$ cat config.mk
export PLATFORM = sky130hd
export DESIGN_NAME = drs_run_select
export DESIGN_NICKNAME = d
export VERILOG_FILES = /design/src/include/drs_pkg.sv /design/src/drs_run_select.sv /design/src/drs_sync.sv
export SDC_FILE = /design/constraint.sdc
export NUM_CORES = 1
export LEC_CHECK = 0
export ABC_AREA = 1
export BUFFER_PORTS_ARGS = -buffer_cell sky130_fd_sc_hd__buf_2
export CORE_ASPECT_RATIO = 1.5
export CORE_MARGIN = 3
export CORE_UTILIZATION = 56
export CTS_BUF_LIST = sky130_fd_sc_hd__clkbuf_16
export CTS_CLUSTER_DIAMETER = 150
export DETAILED_ROUTE_END_ITERATION = 12
export PLACE_DENSITY = 0.95
export SLEW_MARGIN = 20
export SYNTH_ARGS = -nofsm -noshare
export SYNTH_HDL_FRONTEND = slang
export SYNTH_HIERARCHICAL = 1
export SYNTH_SLANG_ARGS = --single-unit
$ cat constraint.sdc
create_clock -name sys_clk_i -period 9.3 [get_ports sys_clk_i]
set_input_delay 0.93 -clock sys_clk_i [delete_from_list [all_inputs] [get_ports sys_clk_i]]
set_output_delay 0.93 -clock sys_clk_i [all_outputs]
set_load 0.05 [all_outputs]
$ cat src/include/drs_pkg.sv
package drs_pkg;

  // Clock and timing
  localparam int unsigned CLK_PERIOD_NS = 5;
  localparam int unsigned UPDN_TICK_NS = 1000000;
  localparam int unsigned UPDN_TICK_CYC = (UPDN_TICK_NS + CLK_PERIOD_NS - 1) / CLK_PERIOD_NS;
  localparam int unsigned TICK_W = 20;
  localparam logic [15:0] UPDN_STEP = 16'h0001;

  // Synchroniser and power-up settle
  localparam int unsigned SYNC_W = 13;
  localparam logic [1:0] BOOT_CYC = 2'h3;
  localparam logic [1:0] BOOT_CNT_RST = 2'h0;

  // Frequency source selector values
  localparam logic [3:0] FRQ_KEYPAD1 = 4'h0;
  localparam logic [3:0] FRQ_KEYPAD2 = 4'h1;
  localparam logic [3:0] FRQ_BIPOLAR = 4'h2;
  localparam logic [3:0] FRQ_ANALOG_LO = 4'h2;
  localparam logic [3:0] FRQ_ANALOG_HI = 4'h6;
  localparam logic [3:0] FRQ_HOLD_LO = 4'h2;
  localparam logic [3:0] FRQ_HOLD_HI = 4'h7;
  localparam logic [3:0] FRQ_SERIAL = 4'h7;
  localparam logic [3:0] FRQ_UPDN = 4'h8;

  // Run command source values
  localparam logic [1:0] RUN_KEYPAD = 2'h0;
  localparam logic [1:0] RUN_FX_RX = 2'h1;
  localparam logic [1:0] RUN_RUN_DIR = 2'h2;
  localparam logic [1:0] RUN_SERIAL = 2'h3;

  // Direction inhibit values
  localparam logic [1:0] INH_NONE = 2'h0;
  localparam logic [1:0] INH_FWD = 2'h1;
  localparam logic [1:0] INH_REV = 2'h2;

  // Terminal function codes
  localparam logic [4:0] FN_FWD_RUN = 5'h00;
  localparam logic [4:0] FN_REV_RUN = 5'h01;
  localparam logic [4:0] FN_STEP0 = 5'h05;
  localparam logic [4:0] FN_STEP1 = 5'h06;
  localparam logic [4:0] FN_STEP2 = 5'h07;
  localparam logic [4:0] FN_UP = 5'h11;
  localparam logic [4:0] FN_DOWN = 5'h12;
  localparam logic [4:0] FN_HOLD = 5'h17;

  // Serial link settings limits
  localparam logic [7:0] STATION_MIN = 8'h01;
  localparam logic [7:0] STATION_MAX = 8'hfa;
  localparam logic [7:0] BAUD_MAX = 8'h04;

  // Reset values
  localparam logic [15:0] FREQ_RST = 16'h0000;
  localparam logic [2:0] STEP_RST = 3'h0;

  typedef enum logic [1:0] {
    DRS_ST_STOP = 2'b00,
    DRS_ST_RUN = 2'b01,
    DRS_ST_TURN = 2'b10
  } drs_state_e;

  typedef struct packed {
    logic [3:0] freq_src;
    logic [1:0] run_src;
    logic dir_reverse;
    logic [1:0] dir_inhibit;
    logic power_up_autostart;
    logic restart_after_fault;
    logic comm_protocol_select;
    logic [7:0] station_number;
    logic [2:0] baud_rate_code;
  } drs_cfg_s;

  typedef struct packed {
    logic [15:0] preset_speed_seven;
    logic [15:0] preset_speed_six;
    logic [15:0] preset_speed_five;
    logic [15:0] preset_speed_four;
    logic [15:0] preset_speed_three;
    logic [15:0] preset_speed_two;
    logic [15:0] preset_speed_one;
  } drs_presets_s;

  typedef logic [7:0][4:0] drs_term_fn_t;

endpackage

$ cat src/drs_run_select.sv
`timescale 1ns/1ps
module drs_run_select
  import drs_pkg::*;
#(
  parameter int unsigned UPDN_TICK_CYC_P = UPDN_TICK_CYC
) (
  input wire logic sys_clk_i,
  input wire logic rst_n_i,
  input wire drs_cfg_s cfg_i,
  input wire drs_term_fn_t term_fn_i,
  input wire drs_presets_s presets_i,
  input wire logic [15:0] max_freq_i,
  input wire logic [7:0] term_pin_i,
  input wire logic body_run_key_i,
  input wire logic body_stop_key_i,
  input wire logic rmt_run_key_i,
  input wire logic rmt_stop_key_i,
  input wire logic rmt_present_i,
  input wire logic [15:0] kp_ref_i,
  input wire logic [15:0] analog_ref_i,
  input wire logic [15:0] bipolar_voltage_input_i,
  input wire logic bipolar_negative_i,
  input wire logic [15:0] serial_ref_i,
  input wire logic serial_run_i,
  input wire logic serial_reverse_i,
  input wire logic fault_i,
  input wire logic motor_stopped_i,
  output logic [15:0] freq_ref_o,
  output logic run_o,
  output logic reverse_o,
  output logic [2:0] step_index_o,
  output logic hold_o,
  output logic comm_cfg_ok_o,
  output logic dir_blocked_o
);

  function automatic logic in_range(input logic [7:0] val, input logic [7:0] lo,
                                    input logic [7:0] hi);
    in_range = (val >= lo) && (val <= hi);
  endfunction

  // OR of all synchronised terminals that carry the given function code
  function automatic logic term_has(input logic [7:0] pins, input drs_term_fn_t fn,
                                    input logic [4:0] code);
    logic hit;
    hit = 1'b0;
    for (int i = 0; i < 8; i++) begin
      if (fn[i] == code) begin
        hit = hit | pins[i];
      end
    end
    term_has = hit;
  endfunction

  logic [SYNC_W-1:0] sync_w;
  logic [7:0] term_w;
  logic body_run_w;
  logic body_stop_w;
  logic rmt_run_w;
  logic rmt_stop_w;
  logic rmt_present_w;

  drs_sync u_sync (
    .sys_clk_i(sys_clk_i),
    .rst_n_i(rst_n_i),
    .async_i({rmt_present_i, rmt_stop_key_i, rmt_run_key_i, body_stop_key_i,
              body_run_key_i, term_pin_i}),
    .sync_o(sync_w)
  );

  assign term_w = sync_w[7:0];
  assign body_run_w = sync_w[8];
  assign body_stop_w = sync_w[9];
  assign rmt_run_w = sync_w[10];
  assign rmt_stop_w = sync_w[11];
  assign rmt_present_w = sync_w[12];

  logic fx_w;
  logic rx_w;
  logic up_w;
  logic down_w;
  logic hold_req_w;
  logic [2:0] step_sel_w;

  assign fx_w = term_has(term_w, term_fn_i, FN_FWD_RUN);
  assign rx_w = term_has(term_w, term_fn_i, FN_REV_RUN);
  assign up_w = term_has(term_w, term_fn_i, FN_UP);
  assign down_w = term_has(term_w, term_fn_i, FN_DOWN);
  assign hold_req_w = term_has(term_w, term_fn_i, FN_HOLD);
  assign step_sel_w = {term_has(term_w, term_fn_i, FN_STEP2),
                       term_has(term_w, term_fn_i, FN_STEP1),
                       term_has(term_w, term_fn_i, FN_STEP0)};

  // Key press edges; remote keys take over when the remote is present
  logic run_key_w;
  logic stop_key_w;
  logic run_key_q_ff;
  logic stop_key_q_ff;
  logic run_press_w;
  logic stop_press_w;

  assign run_key_w = rmt_present_w ? rmt_run_w : body_run_w;
  assign stop_key_w = rmt_present_w ? rmt_stop_w : body_stop_w;
  assign run_press_w = run_key_w & ~run_key_q_ff;
  assign stop_press_w = stop_key_w & ~stop_key_q_ff;

  always_ff @(posedge sys_clk_i) begin
    if (!rst_n_i) begin
      run_key_q_ff <= 1'b0;
      stop_key_q_ff <= 1'b0;
    end else begin
      run_key_q_ff <= run_key_w;
      stop_key_q_ff <= stop_key_w;
    end
  end

  // Link settings check
  logic comm_ok_w;
  logic comm_ok_ff;

  assign comm_ok_w = in_range(cfg_i.station_number, STATION_MIN, STATION_MAX) &&
                     in_range({5'h00, cfg_i.baud_rate_code}, 8'h00, BAUD_MAX);

  always_ff @(posedge sys_clk_i) begin
    if (!rst_n_i) begin
      comm_ok_ff <= 1'b0;
    end else begin
      comm_ok_ff <= comm_ok_w;
    end
  end

  // Up-down reference with a fixed tick
  logic [TICK_W-1:0] tick_cnt_ff;
  logic tick_w;
  logic [15:0] updn_ref_ff;
  logic [16:0] updn_sum_w;

  assign tick_w = (tick_cnt_ff == TICK_W'(UPDN_TICK_CYC_P - 1));
  assign updn_sum_w = {1'b0, updn_ref_ff} + {1'b0, UPDN_STEP};

  always_ff @(posedge sys_clk_i) begin
    if (!rst_n_i) begin
      tick_cnt_ff <= '0;
    end else if (tick_w) begin
      tick_cnt_ff <= '0;
    end else begin
      tick_cnt_ff <= tick_cnt_ff + TICK_W'(1);
    end
  end

  always_ff @(posedge sys_clk_i) begin
    if (!rst_n_i) begin
      updn_ref_ff <= FREQ_RST;
    end else if (cfg_i.freq_src == FRQ_UPDN && tick_w && (up_w ^ down_w)) begin
      if (up_w) begin
        updn_ref_ff <= (updn_sum_w > {1'b0, max_freq_i}) ? max_freq_i
                                                          : updn_sum_w[15:0];
      end else if (updn_ref_ff > UPDN_STEP) begin
        updn_ref_ff <= updn_ref_ff - UPDN_STEP;
      end else begin
        updn_ref_ff <= FREQ_RST;
      end
    end
  end

  // Base reference with hold for the analog, bipolar and serial sources
  logic hold_act_w;
  logic [15:0] nxt_base;
  logic [15:0] base_ff;
  logic hold_ff;

  assign hold_act_w = hold_req_w &&
                      in_range({4'h0, cfg_i.freq_src}, {4'h0, FRQ_HOLD_LO},
                               {4'h0, FRQ_HOLD_HI});

  always_comb begin
    nxt_base = kp_ref_i;
    if (cfg_i.freq_src == FRQ_SERIAL) begin
      nxt_base = serial_ref_i;
    end else if (cfg_i.freq_src == FRQ_UPDN) begin
      nxt_base = updn_ref_ff;
    end else if (cfg_i.freq_src == FRQ_BIPOLAR) begin
      nxt_base = bipolar_voltage_input_i;
    end else if (in_range({4'h0, cfg_i.freq_src}, {4'h0, FRQ_ANALOG_LO},
                          {4'h0, FRQ_ANALOG_HI})) begin
      nxt_base = analog_ref_i;
    end
  end

  always_ff @(posedge sys_clk_i) begin
    if (!rst_n_i) begin
      base_ff <= FREQ_RST;
      hold_ff <= 1'b0;
    end else begin
      hold_ff <= hold_act_w;
      if (!hold_act_w) begin
        base_ff <= nxt_base;
      end
    end
  end

  // Power-up settle lets the synchronisers fill before arming is judged
  logic [1:0] boot_cnt_ff;
  logic booting_w;
  logic fault_q_ff;
  logic fault_clear_w;
  logic armed_ff;
  logic term_on_w;

  assign booting_w = (boot_cnt_ff != BOOT_CYC);
  assign fault_clear_w = fault_q_ff & ~fault_i;
  assign term_on_w = (cfg_i.run_src == RUN_FX_RX) ? (fx_w | rx_w) : fx_w;

  always_ff @(posedge sys_clk_i) begin
    if (!rst_n_i) begin
      boot_cnt_ff <= BOOT_CNT_RST;
      fault_q_ff <= 1'b0;
    end else begin
      fault_q_ff <= fault_i;
      if (booting_w) begin
        boot_cnt_ff <= boot_cnt_ff + 2'h1;
      end
    end
  end

  // A terminal already on must be released first unless restart is allowed
  always_ff @(posedge sys_clk_i) begin
    if (!rst_n_i) begin
      armed_ff <= 1'b0;
    end else if (booting_w) begin
      armed_ff <= cfg_i.power_up_autostart;
    end else if (fault_clear_w) begin
      armed_ff <= cfg_i.restart_after_fault | ~term_on_w;
    end else if (fault_i) begin
      armed_ff <= ~term_on_w;
    end else if (!term_on_w) begin
      armed_ff <= 1'b1;
    end
  end

  // Keypad run latch
  logic kp_run_ff;
  logic [15:0] target_w;

  always_ff @(posedge sys_clk_i) begin
    if (!rst_n_i) begin
      kp_run_ff <= 1'b0;
    end else if (fault_i || cfg_i.run_src != RUN_KEYPAD) begin
      kp_run_ff <= 1'b0;
    end else if (stop_press_w) begin
      kp_run_ff <= 1'b0;
    end else if (run_press_w && target_w != FREQ_RST) begin
      kp_run_ff <= 1'b1;
    end
  end

  // Command decode per run source
  logic cmd_run_w;
  logic cmd_rev_w;
  logic eff_rev_w;
  logic blocked_w;
  logic want_run_w;

  always_comb begin
    cmd_run_w = 1'b0;
    cmd_rev_w = 1'b0;
    case (cfg_i.run_src)
      RUN_KEYPAD: begin
        cmd_run_w = kp_run_ff;
        cmd_rev_w = cfg_i.dir_reverse;
      end
      RUN_FX_RX: begin
        cmd_run_w = (fx_w ^ rx_w) & armed_ff;
        cmd_rev_w = rx_w;
      end
      RUN_RUN_DIR: begin
        cmd_run_w = fx_w & armed_ff;
        cmd_rev_w = rx_w;
      end
      default: begin
        cmd_run_w = serial_run_i & comm_ok_w;
        cmd_rev_w = serial_reverse_i;
      end
    endcase
  end

  assign eff_rev_w = cmd_rev_w ^ ((cfg_i.freq_src == FRQ_BIPOLAR) & bipolar_negative_i);
  assign blocked_w = ((cfg_i.dir_inhibit == INH_FWD) & ~eff_rev_w) |
                     ((cfg_i.dir_inhibit == INH_REV) & eff_rev_w);
  assign want_run_w = cmd_run_w & ~blocked_w & ~fault_i;

  // Step index and target frequency
  logic [2:0] step_w;

  assign step_w = cmd_run_w ? step_sel_w : STEP_RST;

  always_comb begin
    case (step_w)
      3'h1: target_w = presets_i.preset_speed_one;
      3'h2: target_w = presets_i.preset_speed_two;
      3'h3: target_w = presets_i.preset_speed_three;
      3'h4: target_w = presets_i.preset_speed_four;
      3'h5: target_w = presets_i.preset_speed_five;
      3'h6: target_w = presets_i.preset_speed_six;
      3'h7: target_w = presets_i.preset_speed_seven;
      default: target_w = base_ff;
    endcase
    if (target_w > max_freq_i) begin
      target_w = max_freq_i;
    end
  end

  logic [15:0] freq_ff;
  logic [2:0] step_ff;
  logic blocked_ff;

  always_ff @(posedge sys_clk_i) begin
    if (!rst_n_i) begin
      freq_ff <= FREQ_RST;
      step_ff <= STEP_RST;
      blocked_ff <= 1'b0;
    end else begin
      freq_ff <= target_w;
      step_ff <= step_w;
      blocked_ff <= cmd_run_w & blocked_w;
    end
  end

  // Run and direction sequencer; a direction change passes through a stop
  drs_state_e st_ff;
  logic run_ff;
  logic rev_ff;

  always_ff @(posedge sys_clk_i) begin
    if (!rst_n_i) begin
      st_ff <= DRS_ST_STOP;
      run_ff <= 1'b0;
      rev_ff <= 1'b0;
    end else begin
      case (st_ff)
        DRS_ST_STOP: begin
          run_ff <= 1'b0;
          if (want_run_w) begin
            if (eff_rev_w == rev_ff || motor_stopped_i) begin
              st_ff <= DRS_ST_RUN;
              run_ff <= 1'b1;
              rev_ff <= eff_rev_w;
            end else begin
              st_ff <= DRS_ST_TURN;
            end
          end
        end
        DRS_ST_RUN: begin
          if (!want_run_w) begin
            st_ff <= DRS_ST_STOP;
            run_ff <= 1'b0;
          end else if (eff_rev_w != rev_ff) begin
            st_ff <= DRS_ST_TURN;
            run_ff <= 1'b0;
          end
        end
        DRS_ST_TURN: begin
          run_ff <= 1'b0;
          if (!want_run_w) begin
            st_ff <= DRS_ST_STOP;
          end else if (motor_stopped_i) begin
            st_ff <= DRS_ST_RUN;
            run_ff <= 1'b1;
            rev_ff <= eff_rev_w;
          end
        end
        default: begin
          st_ff <= DRS_ST_STOP;
          run_ff <= 1'b0;
        end
      endcase
    end
  end

  assign freq_ref_o = freq_ff;
  assign run_o = run_ff;
  assign reverse_o = rev_ff;
  assign step_index_o = step_ff;
  assign hold_o = hold_ff;
  assign comm_cfg_ok_o = comm_ok_ff;
  assign dir_blocked_o = blocked_ff;

endmodule

$ cat src/drs_sync.sv
`timescale 1ns/1ps
module drs_sync
  import drs_pkg::*;
(
  input wire logic sys_clk_i,
  input wire logic rst_n_i,
  input wire logic [SYNC_W-1:0] async_i,
  output logic [SYNC_W-1:0] sync_o
);

  logic [SYNC_W-1:0] meta_ff;
  logic [SYNC_W-1:0] sync_ff;

  // Two-stage synchroniser; first stage feeds only the second
  always_ff @(posedge sys_clk_i) begin
    if (!rst_n_i) begin
      meta_ff <= '0;
      sync_ff <= '0;
    end else begin
      meta_ff <= async_i;
      sync_ff <= meta_ff;
    end
  end

  assign sync_o = sync_ff;

endmodule
==> impl_results.html, run 1 <==
<table>
<tr><th>Metric</th><th>Value</th></tr>
<tr><th colspan="2">Outcome</th></tr>
<tr><td>Outcome</td><td>completed</td></tr>
<tr><th colspan="2">Clocking</th></tr>
<tr><td>Num Clock Sinks</td><td>111</td></tr>
<tr><td>Maximum level of the CTS H-tree</td><td>3</td></tr>
<tr><td>Number of buffers between clock root and the deepest sink</td><td>2</td></tr>
<tr><td>Clock transition at the register clock pins on the worst setup and hold paths after CTS</td><td>about 0.09 ns</td></tr>
<tr><td>Number of buffers inserted during clock tree synthesis</td><td>9</td></tr>
<tr><td>Post-cts repair resize count</td><td>0</td></tr>
<tr><td>Clock latency on the worst-skew pair</td><td>around 0.36 ns</td></tr>
<tr><td>Quantity of hold-fixing buffers added after cts</td><td>0</td></tr>
<tr><td>Post-CTS Repair Setup Buffers</td><td>0</td></tr>
<tr><td>TritonCTS clock tree</td><td>yes</td></tr>
<tr><td>Root Buffer</td><td>sky130_fd_sc_hd__clkbuf_16</td></tr>
<tr><th colspan="2">Logic synthesis</th></tr>
<tr><td>Number of synthesized register bits</td><td>111</td></tr>
<tr><td>Average size of a mapped cell</td><td>6.28 sq um</td></tr>
<tr><td>Cell count after synthesis</td><td>approximately 1400</td></tr>
<tr><td>Total number of yosys warnings</td><td>6</td></tr>
<tr><td>Unique masters post-synth</td><td>55</td></tr>
<tr><td>Proportion of synthesized chip area in sequential cells</td><td>24.6%</td></tr>
<tr><td>Async SR Flop Fraction</td><td>0%</td></tr>
<tr><td>Number of synthesized flops with an enable pin</td><td>0</td></tr>
<tr><td>Synth top cells by count</td><td>285 x sky130_fd_sc_hd__nand2_1, 174 x sky130_fd_sc_hd__nand3_1, 170 x sky130_fd_sc_hd__inv_1</td></tr>
<tr><td>Ranking of synthesized cells by area</td><td>sky130_fd_sc_hd__dfxtp_1 25%, sky130_fd_sc_hd__nand2_1 12%, sky130_fd_sc_hd__nand3_1 9.6%</td></tr>
<tr><td>Most instantiated library cell after synthesis</td><td>sky130_fd_sc_hd__nand2_1</td></tr>
<tr><td>Leading register cell type out of synthesis</td><td>sky130_fd_sc_hd__dfxtp_1</td></tr>
<tr><td>Post-Syn Nets</td><td>1753</td></tr>
<tr><td>Portion of synthesized cell area occupied by the leading cell type</td><td>24.6%</td></tr>
<tr><td>Post-synthesis cell area</td><td>about 0.009 sq mm</td></tr>
<tr><td>Largest area contributor in the synthesized netlist</td><td>sky130_fd_sc_hd__dfxtp_1</td></tr>
<tr><th colspan="2">Worst setup path</th></tr>
<tr><td>Critical Path End Type</td><td>register</td></tr>
<tr><td>Critical Path Max Stage Delay</td><td>about 0.9 ns</td></tr>
<tr><td>Critical path's most frequent cell</td><td>sky130_fd_sc_hd__nand2_1</td></tr>
<tr><td>Arrival time at the worst endpoint</td><td>approximately 6.8 ns</td></tr>
<tr><td>Startpoint-to-endpoint class of the critical path</td><td>input pin to register</td></tr>
<tr><td>Required arrival time at the worst endpoint</td><td>9.55 ns</td></tr>
<tr><td>Worst-path cell with the longest stage delay</td><td>sky130_fd_sc_hd__nor2_2</td></tr>
<tr><td>Category of the worst setup path launch point</td><td>input pin</td></tr>
<tr><td>Largest fanout on the critical path</td><td>29</td></tr>
<tr><th colspan="2">Final layout</th></tr>
<tr><td>Number of fillers in the final layout</td><td>~1400</td></tr>
<tr><td>Area Growth Syn to Fin</td><td>19.9%</td></tr>
<tr><td>Final nets</td><td>2007</td></tr>
<tr><td>Combined area of the multi-input logic cells</td><td>0.00577 sq mm</td></tr>
<tr><td>Ratio of cells with drive above 1 in the final layout</td><td>22.8%</td></tr>
<tr><td>Sequential Area</td><td>between 0.002 and 0.0025 sq mm</td></tr>
<tr><th colspan="2">STA</th></tr>
<tr><td>Worst hold margin</td><td>0.423 ns</td></tr>
<tr><td>Total of endpoints with negative setup slack in the final report</td><td>0</td></tr>
<tr><td>Worst relative slew slack</td><td>a little over a quarter</td></tr>
<tr><td>Final min period</td><td>6.51 ns</td></tr>
<tr><td>Achievable clock frequency</td><td>roughly 150 MHz</td></tr>
<tr><td>Worst-margin pin slew</td><td>1.10 ns</td></tr>
<tr><td>Final worst path period share</td><td>70.0%</td></tr>
<tr><td>Count of pins over their slew limit</td><td>0</td></tr>
<tr><td>RSZ-0062 raised after global routing</td><td>false</td></tr>
<tr><td>Final hold vios</td><td>0</td></tr>
<tr><td>Final setup TNS</td><td>0 ns</td></tr>
<tr><td>Worst clock skew</td><td>0.0106 ns</td></tr>
<tr><th colspan="2">Power</th></tr>
<tr><td>Fraction of power consumed by the clock network</td><td>34.5%</td></tr>
<tr><td>Pleak</td><td>~5.5 nW</td></tr>
<tr><td>Peak supply drop</td><td>0.0913 mV</td></tr>
<tr><td>Power density cells</td><td>around 110 mW/mm^2</td></tr>
<tr><td>Power spent charging and discharging nets</td><td>423 uW</td></tr>
<tr><td>Relative contribution of sequential cells to total power</td><td>41.5%</td></tr>
<tr><td>Int Power</td><td>812 uW</td></tr>
<tr><td>Combinational group share of total power</td><td>between 20% and 30%</td></tr>
<tr><td>Switching portion of total power</td><td>34.3%</td></tr>
<tr><th colspan="2">Drt</th></tr>
<tr><td>Post-detailed-route wirelength per cell</td><td>15.7 um</td></tr>
<tr><td>Average via count per standard cell</td><td>between 5 and 6</td></tr>
<tr><td>Number of iterations in the first detailed-routing pass</td><td>5</td></tr>
<tr><td>Residual DRC</td><td>0</td></tr>
<tr><td>Total detailed-routing wirelength</td><td>29900 um</td></tr>
<tr><td>Antenna viol nets, final</td><td>0</td></tr>
<tr><td>Starting DRC count in detailed routing</td><td>1063</td></tr>
<tr><td>Number of vias after detailed routing</td><td>10700</td></tr>
<tr><th colspan="2">Floorplan</th></tr>
<tr><td>Effective utilization at floorplan</td><td>57.5%</td></tr>
<tr><td># rows</td><td>56</td></tr>
<tr><td>Total die area</td><td>between 0.015 and 0.02 sq mm</td></tr>
<tr><td>Die Y-Extent</td><td>161 um</td></tr>
<tr><td>Placeable core region</td><td>0.0157 sq mm</td></tr>
<tr><td>Ports</td><td>299</td></tr>
<tr><td>DIE WIDTH</td><td>110 um</td></tr>
<tr><th colspan="2">Min path</th></tr>
<tr><td>Hold WC Path Type</td><td>register to register</td></tr>
<tr><th colspan="2">GRT</th></tr>
<tr><td>First-pass GRT wire length</td><td>around 46000 um</td></tr>
<tr><td>Aggregate global routing overflow</td><td>0</td></tr>
<tr><td>Maximum number of pins on one net before global-route repair</td><td>66</td></tr>
<tr><td>Met3 GRT Util</td><td>5.36%</td></tr>
<tr><td>Routing usage on met1</td><td>37.3%</td></tr>
<tr><td>Global routing's busiest layer</td><td>met2</td></tr>
<tr><td>All-Layer GR Usage</td><td>32.3%</td></tr>
<tr><td>Met2 demand-to-capacity share in global routing</td><td>54.9%</td></tr>
<tr><td>Antenna violations before repair</td><td>3</td></tr>
<tr><td>Number of global-route vias before repair</td><td>9799</td></tr>
<tr><th colspan="2">Placement</th></tr>
<tr><td>PortBufs</td><td>297</td></tr>
<tr><td>Placed wire-length estimate after detailed placement</td><td>roughly 24000 um</td></tr>
<tr><td>Routability congestion estimate</td><td>0.976</td></tr>
<tr><th colspan="2">Run</th></tr>
<tr><td>Maximum capacitance violations</td><td>0</td></tr>
</table>
[placed cells by master, fill, tap and decap left out, types with 5 or more instances in the layout]
cell                          n
sky130_fd_sc_hd__nor3b_1      7
sky130_fd_sc_hd__dfxtp_1    111
sky130_fd_sc_hd__xnor2_1      5
sky130_fd_sc_hd__clkbuf_16    9
sky130_fd_sc_hd__buf_2      297
sky130_fd_sc_hd__nor3_1      18
sky130_fd_sc_hd__nor2_2      17
sky130_fd_sc_hd__nand3_2     11
sky130_fd_sc_hd__o31ai_1     17
sky130_fd_sc_hd__o21ai_1      7
sky130_fd_sc_hd__nor2_1     162
sky130_fd_sc_hd__nand3_1    174
sky130_fd_sc_hd__ha_1        42
sky130_fd_sc_hd__o21ai_0     81
sky130_fd_sc_hd__buf_4        7
sky130_fd_sc_hd__o211ai_1    25
sky130_fd_sc_hd__nand2_1    285
sky130_fd_sc_hd__inv_1      170
sky130_fd_sc_hd__a21oi_1    101
sky130_fd_sc_hd__nand3b_1     6
sky130_fd_sc_hd__xor2_1      18
sky130_fd_sc_hd__nor4_1       5
sky130_fd_sc_hd__a31oi_1     19
sky130_fd_sc_hd__inv_2       12
sky130_fd_sc_hd__nand4_1     30
[through the flow]
stage	power, mW	setup slack, ns	std cells	cell area, sq um	utilization, %
2_1_floorplan	0.696	4.44	1436	9020	-
3_3_place_gp	0.807	2.76	1882	10500	66.8
3_5_place_dp	0.814	2.54	1882	10500	66.8
4_1_cts	1.23	2.92	1898	10800	68.9
5_1_grt	1.29	2.30	1901	10800	68.9
6_report	1.23	2.79	1901	10800	68.9
[per-layer routing]
layer  vias up  wire length [um]
met2       546             14500
met4         0              1780
li1       5334                 -
met3       119              2450
met1      4730             11200
met5         -                 0
[worst max-delay path: cells and delay by family]
| kind | cells | cell delay [ns] |
|---|---|---|
| compound gates | 6 | 0.87 |
| simple gates | 22 | 3.82 |
| buf+inv | 4 | 0.65 |
| fa+ha+maj | 2 | 0.47 |
[cell type report]
type / instances / share of cell area, %
Antenna cell: 3 / 0.0694
Clock buffer: 9 / 2.08
Clock inverter: 7 / 0.995
Inverter: 183 / 6.40
Multi-Input combinational cell: 1081 / 53.3
Sequential cell: 111 / 20.5
Tap cell: 203 / 2.35
Timing Repair Buffer: 304 / 14.2
[power by group through the flow]
stage          logic, mW  clock network (mW)  registers, mW
2_1_floorplan      0.145                   0          0.551
3_3_place_gp       0.284                   0          0.523
3_5_place_dp       0.291                   0          0.523
4_1_cts            0.293               0.426          0.512
5_1_grt            0.328               0.447          0.515
6_report           0.296               0.426          0.513
[worst paths after layout]
kind / startpoint / end / slack (ns) / depth (start not counted)
worst max-delay path: term_fn_i[29] / kp_run_ff / 2.79 / 34
worst min-delay path: u_sync/meta_ff[10] / u_sync/sync_o[10] / 0.42 / 2
worst min register to register: u_sync/meta_ff[10] / u_sync/sync_o[10] / 0.42 / 2
worst max register to register: u_sync/sync_o[5] / kp_run_ff / 3.14 / 32
[sequential cells by signal, summed over array words and instances, names as in the netlist, 2 cells and up]
signal	count
st_ff	2
step_index_o	3
u_sync/sync_o	13
base_ff	16
updn_ref_ff	16
freq_ref_o	16
boot_cnt_ff	2
tick_cnt_ff	20
u_sync/meta_ff	13
[kinds of logic (layout without fill, tap and decap cells)]
logic type               after synthesis  in the layout  synth area share [%]
AO/OA/AOI/OAI                        273            273                  17.6
XOR/XNOR                              23             23                  2.23
adder cells (fa/ha/maj)               42             42                  5.82
buffers and inverters                244            503                  11.5
flip-flops                           111            111                  24.6
multiplexers                           3              3                 0.347
other                                  0              3                     0
AND/OR/NAND/NOR                      740            740                  37.8
Power figures use the tool's default switching activity.
==> run 2, diff against run 1 <==
ABC_AREA = 0   (was 1)
CORE_UTILIZATION = 51   (was 56)
PLACE_DENSITY = 0.9   (was 0.95)
clock period = 6.1 ns   (was 9.3 ns; I/O delays follow)
==> run 2 against run 1 <==
  * First-iteration DRC count fell by 35%
  * Clock power up 50%
  * Via count down 9.6%
  * Sequential power increased by 52%
  * Critical path depth is 9 lower
  * Critical endpoint unchanged
  * Synthesized area shrank 6.8%
  * Combinational power increased by 61%
  * Utilization decreased by 3.6 points
  * Worst setup slack lost 2.1 ns
  * Clock skew up 0.0049 ns
  * Largest power group unchanged
==> impl_results.html, run 2 <==
<table>
<tr><th>Metric</th><th>Value</th></tr>
<tr><th colspan="2">Outcome</th></tr>
<tr><td>Outcome</td><td>completed</td></tr>
<tr><th colspan="2">Floorplan</th></tr>
<tr><td>DIE WIDTH</td><td>111 um (+1.1%)</td></tr>
<tr><td>Total die area</td><td>0.0181 sq mm (+2.2%)</td></tr>
<tr><td>Placeable core region</td><td>0.0159 sq mm (+1.3%)</td></tr>
<tr><td># rows</td><td>56 (unchanged)</td></tr>
<tr><td>Effective utilization at floorplan</td><td>52.9% (-4.6 points)</td></tr>
<tr><td>Die Y-Extent</td><td>163 um (+1.1%)</td></tr>
<tr><td>Ports</td><td>299 (unchanged)</td></tr>
<tr><th colspan="2">Placement</th></tr>
<tr><td>Routability congestion estimate</td><td>0.953 (-2.4%)</td></tr>
<tr><td>Placed wire-length estimate after detailed placement</td><td>23900 um (-0.39%)</td></tr>
<tr><td>Number of placed instances, taps included</td><td>1577 (-16%)</td></tr>
<tr><td>PortBufs</td><td>297 (unchanged)</td></tr>
<tr><th colspan="2">Logic synthesis</th></tr>
<tr><td>Post-Synth Adder-Cell Area</td><td>6.25% (+0.43 points)</td></tr>
<tr><td>Total number of yosys warnings</td><td>6 (unchanged)</td></tr>
<tr><td>Post-Syn Nets</td><td>1438 (-18%)</td></tr>
<tr><td>Leading register cell type out of synthesis</td><td>sky130_fd_sc_hd__dfxtp_1</td></tr>
<tr><td>Area share of and/or/nand/nor cells after synthesis</td><td>30.1% (-7.7 points)</td></tr>
<tr><td>Most instantiated library cell after synthesis</td><td>sky130_fd_sc_hd__nor2_1</td></tr>
<tr><td>Proportion of synthesized chip area in sequential cells</td><td>26.4% (+1.8 points)</td></tr>
<tr><td>Number of synthesized register bits</td><td>111 (unchanged)</td></tr>
<tr><td>Proportion of synthesized area in mux cells</td><td>5.80% (+5.5 points)</td></tr>
<tr><td>Synth top cells by count</td><td>152 x sky130_fd_sc_hd__nor2_1, 111 x sky130_fd_sc_hd__dfxtp_1, 101 x sky130_fd_sc_hd__nand2_1</td></tr>
<tr><td>Unique masters post-synth</td><td>75 (+36%)</td></tr>
<tr><td>Compound-cell area share of the yosys netlist</td><td>23.0% (+5.4 points)</td></tr>
<tr><td>XOR/XNOR Fraction of Synth Area</td><td>3.44% (+1.2 points)</td></tr>
<tr><td>Ranking of synthesized cells by area</td><td>sky130_fd_sc_hd__dfxtp_1 26%, sky130_fd_sc_hd__nor2_1 6.8%, sky130_fd_sc_hd__ha_1 6.3%</td></tr>
<tr><td>Largest area contributor in the synthesized netlist</td><td>sky130_fd_sc_hd__dfxtp_1</td></tr>
<tr><td>Post-synthesis cell area</td><td>0.00841 sq mm (-6.8%)</td></tr>
<tr><td>Async SR Flop Fraction</td><td>0% (unchanged)</td></tr>
<tr><td>Portion of synthesized cell area occupied by the leading cell type</td><td>26.4% (+1.8 points)</td></tr>
<tr><td>Number of synthesized flops with an enable pin</td><td>0 (unchanged)</td></tr>
<tr><td>Cell count after synthesis</td><td>1121 (-22%)</td></tr>
<tr><td>Main combinational cell family by area after synthesis</td><td>simple AND/OR/NAND/NOR gates</td></tr>
<tr><td>Average size of a mapped cell</td><td>7.50 sq um (+19%)</td></tr>
<tr><th colspan="2">Power</th></tr>
<tr><td>Combinational group share of total power</td><td>25.1% (+1.1 points)</td></tr>
<tr><td>Int Power</td><td>1.26 mW (+56%)</td></tr>
<tr><td>Power density cells</td><td>183 mW/mm^2 (+60%)</td></tr>
<tr><td>Pleak</td><td>4.90 nW (-11%)</td></tr>
<tr><td>Relative contribution of sequential cells to total power</td><td>41.1% (-0.4 points)</td></tr>
<tr><td>Fraction of power consumed by the clock network</td><td>33.8% (-0.7 points)</td></tr>
<tr><td>Peak supply drop</td><td>0.125 mV (+37%)</td></tr>
<tr><td>Power spent charging and discharging nets</td><td>632 uW (+50%)</td></tr>
<tr><td>Switching portion of total power</td><td>33.4% (-0.90 points)</td></tr>
<tr><th colspan="2">GRT</th></tr>
<tr><td>Antenna violations before repair</td><td>3 (unchanged)</td></tr>
<tr><td>Maximum number of pins on one net before global-route repair</td><td>50 (-24%)</td></tr>
<tr><td>Met3 GRT Util</td><td>4.89% (-0.47 points)</td></tr>
<tr><td>Routing usage on met1</td><td>33.5% (-3.9 points)</td></tr>
<tr><td>Number of global-route vias before repair</td><td>9388 (-4.2%)</td></tr>
<tr><td>First-pass GRT wire length</td><td>46400 um (+1.5%)</td></tr>
<tr><td>Aggregate global routing overflow</td><td>0 (unchanged)</td></tr>
<tr><td>All-Layer GR Usage</td><td>31.6% (-0.72 points)</td></tr>
<tr><td>Met2 demand-to-capacity share in global routing</td><td>59.5% (+4.6 points)</td></tr>
<tr><td>Global routing's busiest layer</td><td>met2</td></tr>
<tr><th colspan="2">STA</th></tr>
<tr><td>Total of endpoints with negative setup slack in the final report</td><td>0 (unchanged)</td></tr>
<tr><td>Worst relative slew slack</td><td>45.3% (+19 points)</td></tr>
<tr><td>Final min period</td><td>5.45 ns</td></tr>
<tr><td>Worst-margin pin slew</td><td>0.821 ns (-0.283 ns)</td></tr>
<tr><td>Final worst path period share</td><td>89.4%</td></tr>
<tr><td>RSZ-0062 raised after global routing</td><td>false</td></tr>
<tr><td>Achievable clock frequency</td><td>183 MHz</td></tr>
<tr><td>Count of pins over their slew limit</td><td>0 (unchanged)</td></tr>
<tr><td>Final setup TNS</td><td>0 ns (unchanged)</td></tr>
<tr><td>Final hold vios</td><td>0 (unchanged)</td></tr>
<tr><td>Worst clock skew</td><td>0.0155 ns (+0.00485 ns)</td></tr>
<tr><th colspan="2">Drt</th></tr>
<tr><td>Total detailed-routing wirelength</td><td>29900 um (-0.24%)</td></tr>
<tr><td>Antenna viol nets, final</td><td>0 (unchanged)</td></tr>
<tr><td>Number of iterations in the first detailed-routing pass</td><td>7 (+2)</td></tr>
<tr><td>Average via count per standard cell</td><td>6.08 (+7.6%)</td></tr>
<tr><td>Starting DRC count in detailed routing</td><td>689 (-35%)</td></tr>
<tr><td>Number of vias after detailed routing</td><td>9696 (-9.6%)</td></tr>
<tr><td>Post-detailed-route wirelength per cell</td><td>18.7 um (+19%)</td></tr>
<tr><td>Residual DRC</td><td>0 (unchanged)</td></tr>
<tr><th colspan="2">Clocking</th></tr>
<tr><td>Num Clock Sinks</td><td>111 (unchanged)</td></tr>
<tr><td>Post-CTS Repair Setup Buffers</td><td>0 (unchanged)</td></tr>
<tr><td>Post-cts repair resize count</td><td>0 (unchanged)</td></tr>
<tr><td>TritonCTS clock tree</td><td>yes</td></tr>
<tr><td>Number of buffers inserted during clock tree synthesis</td><td>9 (unchanged)</td></tr>
<tr><td>Quantity of hold-fixing buffers added after cts</td><td>0 (unchanged)</td></tr>
<tr><td>Root Buffer</td><td>sky130_fd_sc_hd__clkbuf_16</td></tr>
<tr><td>Number of buffers between clock root and the deepest sink</td><td>2 (unchanged)</td></tr>
<tr><td>Clock transition at the register clock pins on the worst setup and hold paths after CTS</td><td>0.09 ns (about the same)</td></tr>
<tr><td>Clock latency on the worst-skew pair</td><td>0.37 ns (about the same)</td></tr>
<tr><td>Maximum level of the CTS H-tree</td><td>3 (unchanged)</td></tr>
<tr><th colspan="2">Worst setup path</th></tr>
<tr><td>Critical Path End Type</td><td>register</td></tr>
<tr><td>Arrival time at the worst endpoint</td><td>5.69 ns (-1.07 ns)</td></tr>
<tr><td>Cell depth of the worst flop-to-flop path</td><td>24 (-25%)</td></tr>
<tr><td>Category of the worst setup path launch point</td><td>input pin</td></tr>
<tr><td>Required arrival time at the worst endpoint</td><td>6.33 ns (-3.22 ns)</td></tr>
<tr><td>Largest fanout on the critical path</td><td>18 (-38%)</td></tr>
<tr><td>Worst-path cell with the longest stage delay</td><td>sky130_fd_sc_hd__a2111oi_2</td></tr>
<tr><td>Critical Path Max Stage Delay</td><td>0.55 ns (-0.35 ns)</td></tr>
<tr><td>Startpoint-to-endpoint class of the critical path</td><td>input pin to register</td></tr>
<tr><th colspan="2">Final layout</th></tr>
<tr><td>Area Growth Syn to Fin</td><td>23.6%</td></tr>
<tr><td>Largest register by flop count</td><td>tick_cnt_ff</td></tr>
<tr><td>Number of flip-flops under the largest register name</td><td>20 (unchanged)</td></tr>
<tr><td>Number of fillers in the final layout</td><td>1379 (+0.36%)</td></tr>
<tr><td>Combined area of the multi-input logic cells</td><td>0.00580 sq mm (+0.48%)</td></tr>
<tr><td>Leading cell type in the layout, fill and taps excluded</td><td>sky130_fd_sc_hd__buf_2</td></tr>
<tr><td>Ratio of cells with drive above 1 in the final layout</td><td>27.6% (+4.7 points)</td></tr>
<tr><td>Number of cells in the finished layout apart from fillers</td><td>1596 (-16%)</td></tr>
<tr><td>Sequential Area</td><td>0.00222 sq mm (unchanged)</td></tr>
<tr><td>Final nets</td><td>1702 (-15%)</td></tr>
<tr><td>Commonest non-fill, non-tap cells in the layout</td><td>297 x sky130_fd_sc_hd__buf_2, 151 x sky130_fd_sc_hd__nor2_1, 111 x sky130_fd_sc_hd__dfxtp_1</td></tr>
<tr><th colspan="2">Min path</th></tr>
<tr><td>Cell count of the worst hold path</td><td>1 (-1)</td></tr>
<tr><td>Hold WC Path Type</td><td>register to register</td></tr>
<tr><th colspan="2">Run</th></tr>
<tr><td>Maximum capacitance violations</td><td>0 (unchanged)</td></tr>
</table>
==> run 2: cell count changes in the layout (fill, tap and decap cells not counted), sizes merged, moves of 26 or more <==
cell,before,now
o22ai,1,27
mux2i,2,42
nor2,182,152
o21ai,89,47
nand2,293,101
inv,188,39
nand3,187,50
and2,2,33
==> run 2: layer usage <==
metal	wire length, um	part of all wire [%]
met1	10400	35
met2	15500	52
met3	2500	8.4
met4	1490	5.0
met5	0	0
==> run 2: critical path, delay by kind of cell <==
family                     cells  cell delay (ns)
AOI/OAI and AO/OA             11             2.15
and+or+nand+nor               10             1.87
buffers and inverters          2             0.40
adders and majority gates      2             0.62
==> run 2: per-stage QoR <==
step           util (%)  total power [mW]  setup slack, ns  hold WS [ns]  area, sq um
2_1_floorplan         -              1.06             1.10         0.412         8410
3_3_place_gp       63.1              1.25            0.370         0.421        10000
3_5_place_dp       63.1              1.26            0.312         0.421        10000
4_1_cts            65.2              1.89            0.677         0.443        10400
5_1_grt            65.3              1.97            0.245         0.446        10400
6_report           65.3              1.90            0.646         0.441        10400
==> run 2: worst paths after layout <==
path         slack (ns)         startpoint               end
min reg2reg        0.44  u_sync/meta_ff[2]  u_sync/sync_o[2]
max                0.65      term_fn_i[11]         kp_run_ff
max reg2reg        0.69   u_sync/sync_o[1]         kp_run_ff
min                0.44  u_sync/meta_ff[2]  u_sync/sync_o[2]
==> run 2: cell families after synthesis <==
logic type,count (synthesis)
compound gates,289
xor+xnor,33
fa+ha+maj,42
buf+inv,100
flops,111
mux,48
simple gates,498
==> run 2: power groups by stage <==
stage	Combinational, mW	Clock, mW	Sequential [mW]
final	0.477	0.641	0.779
after global routing	0.517	0.668	0.783
after CTS	0.471	0.644	0.778
after detailed placement	0.465	0	0.795
after global placement	0.457	0	0.794
after floorplan	0.225	0	0.838
==> run 2: layout make-up <==
| cell class | instances | share of cell area (%) |
|---|---|---|
| clock inverter | 7 | 1.05 |
| sequential | 111 | 21.4 |
| clock buffer | 9 | 2.17 |
| inverter | 36 | 1.30 |
| tap | 203 | 2.44 |
| multi-input combinational | 910 | 55.8 |
| timing repair buffer | 317 | 15.8 |
| antenna | 3 | 0.0723 |
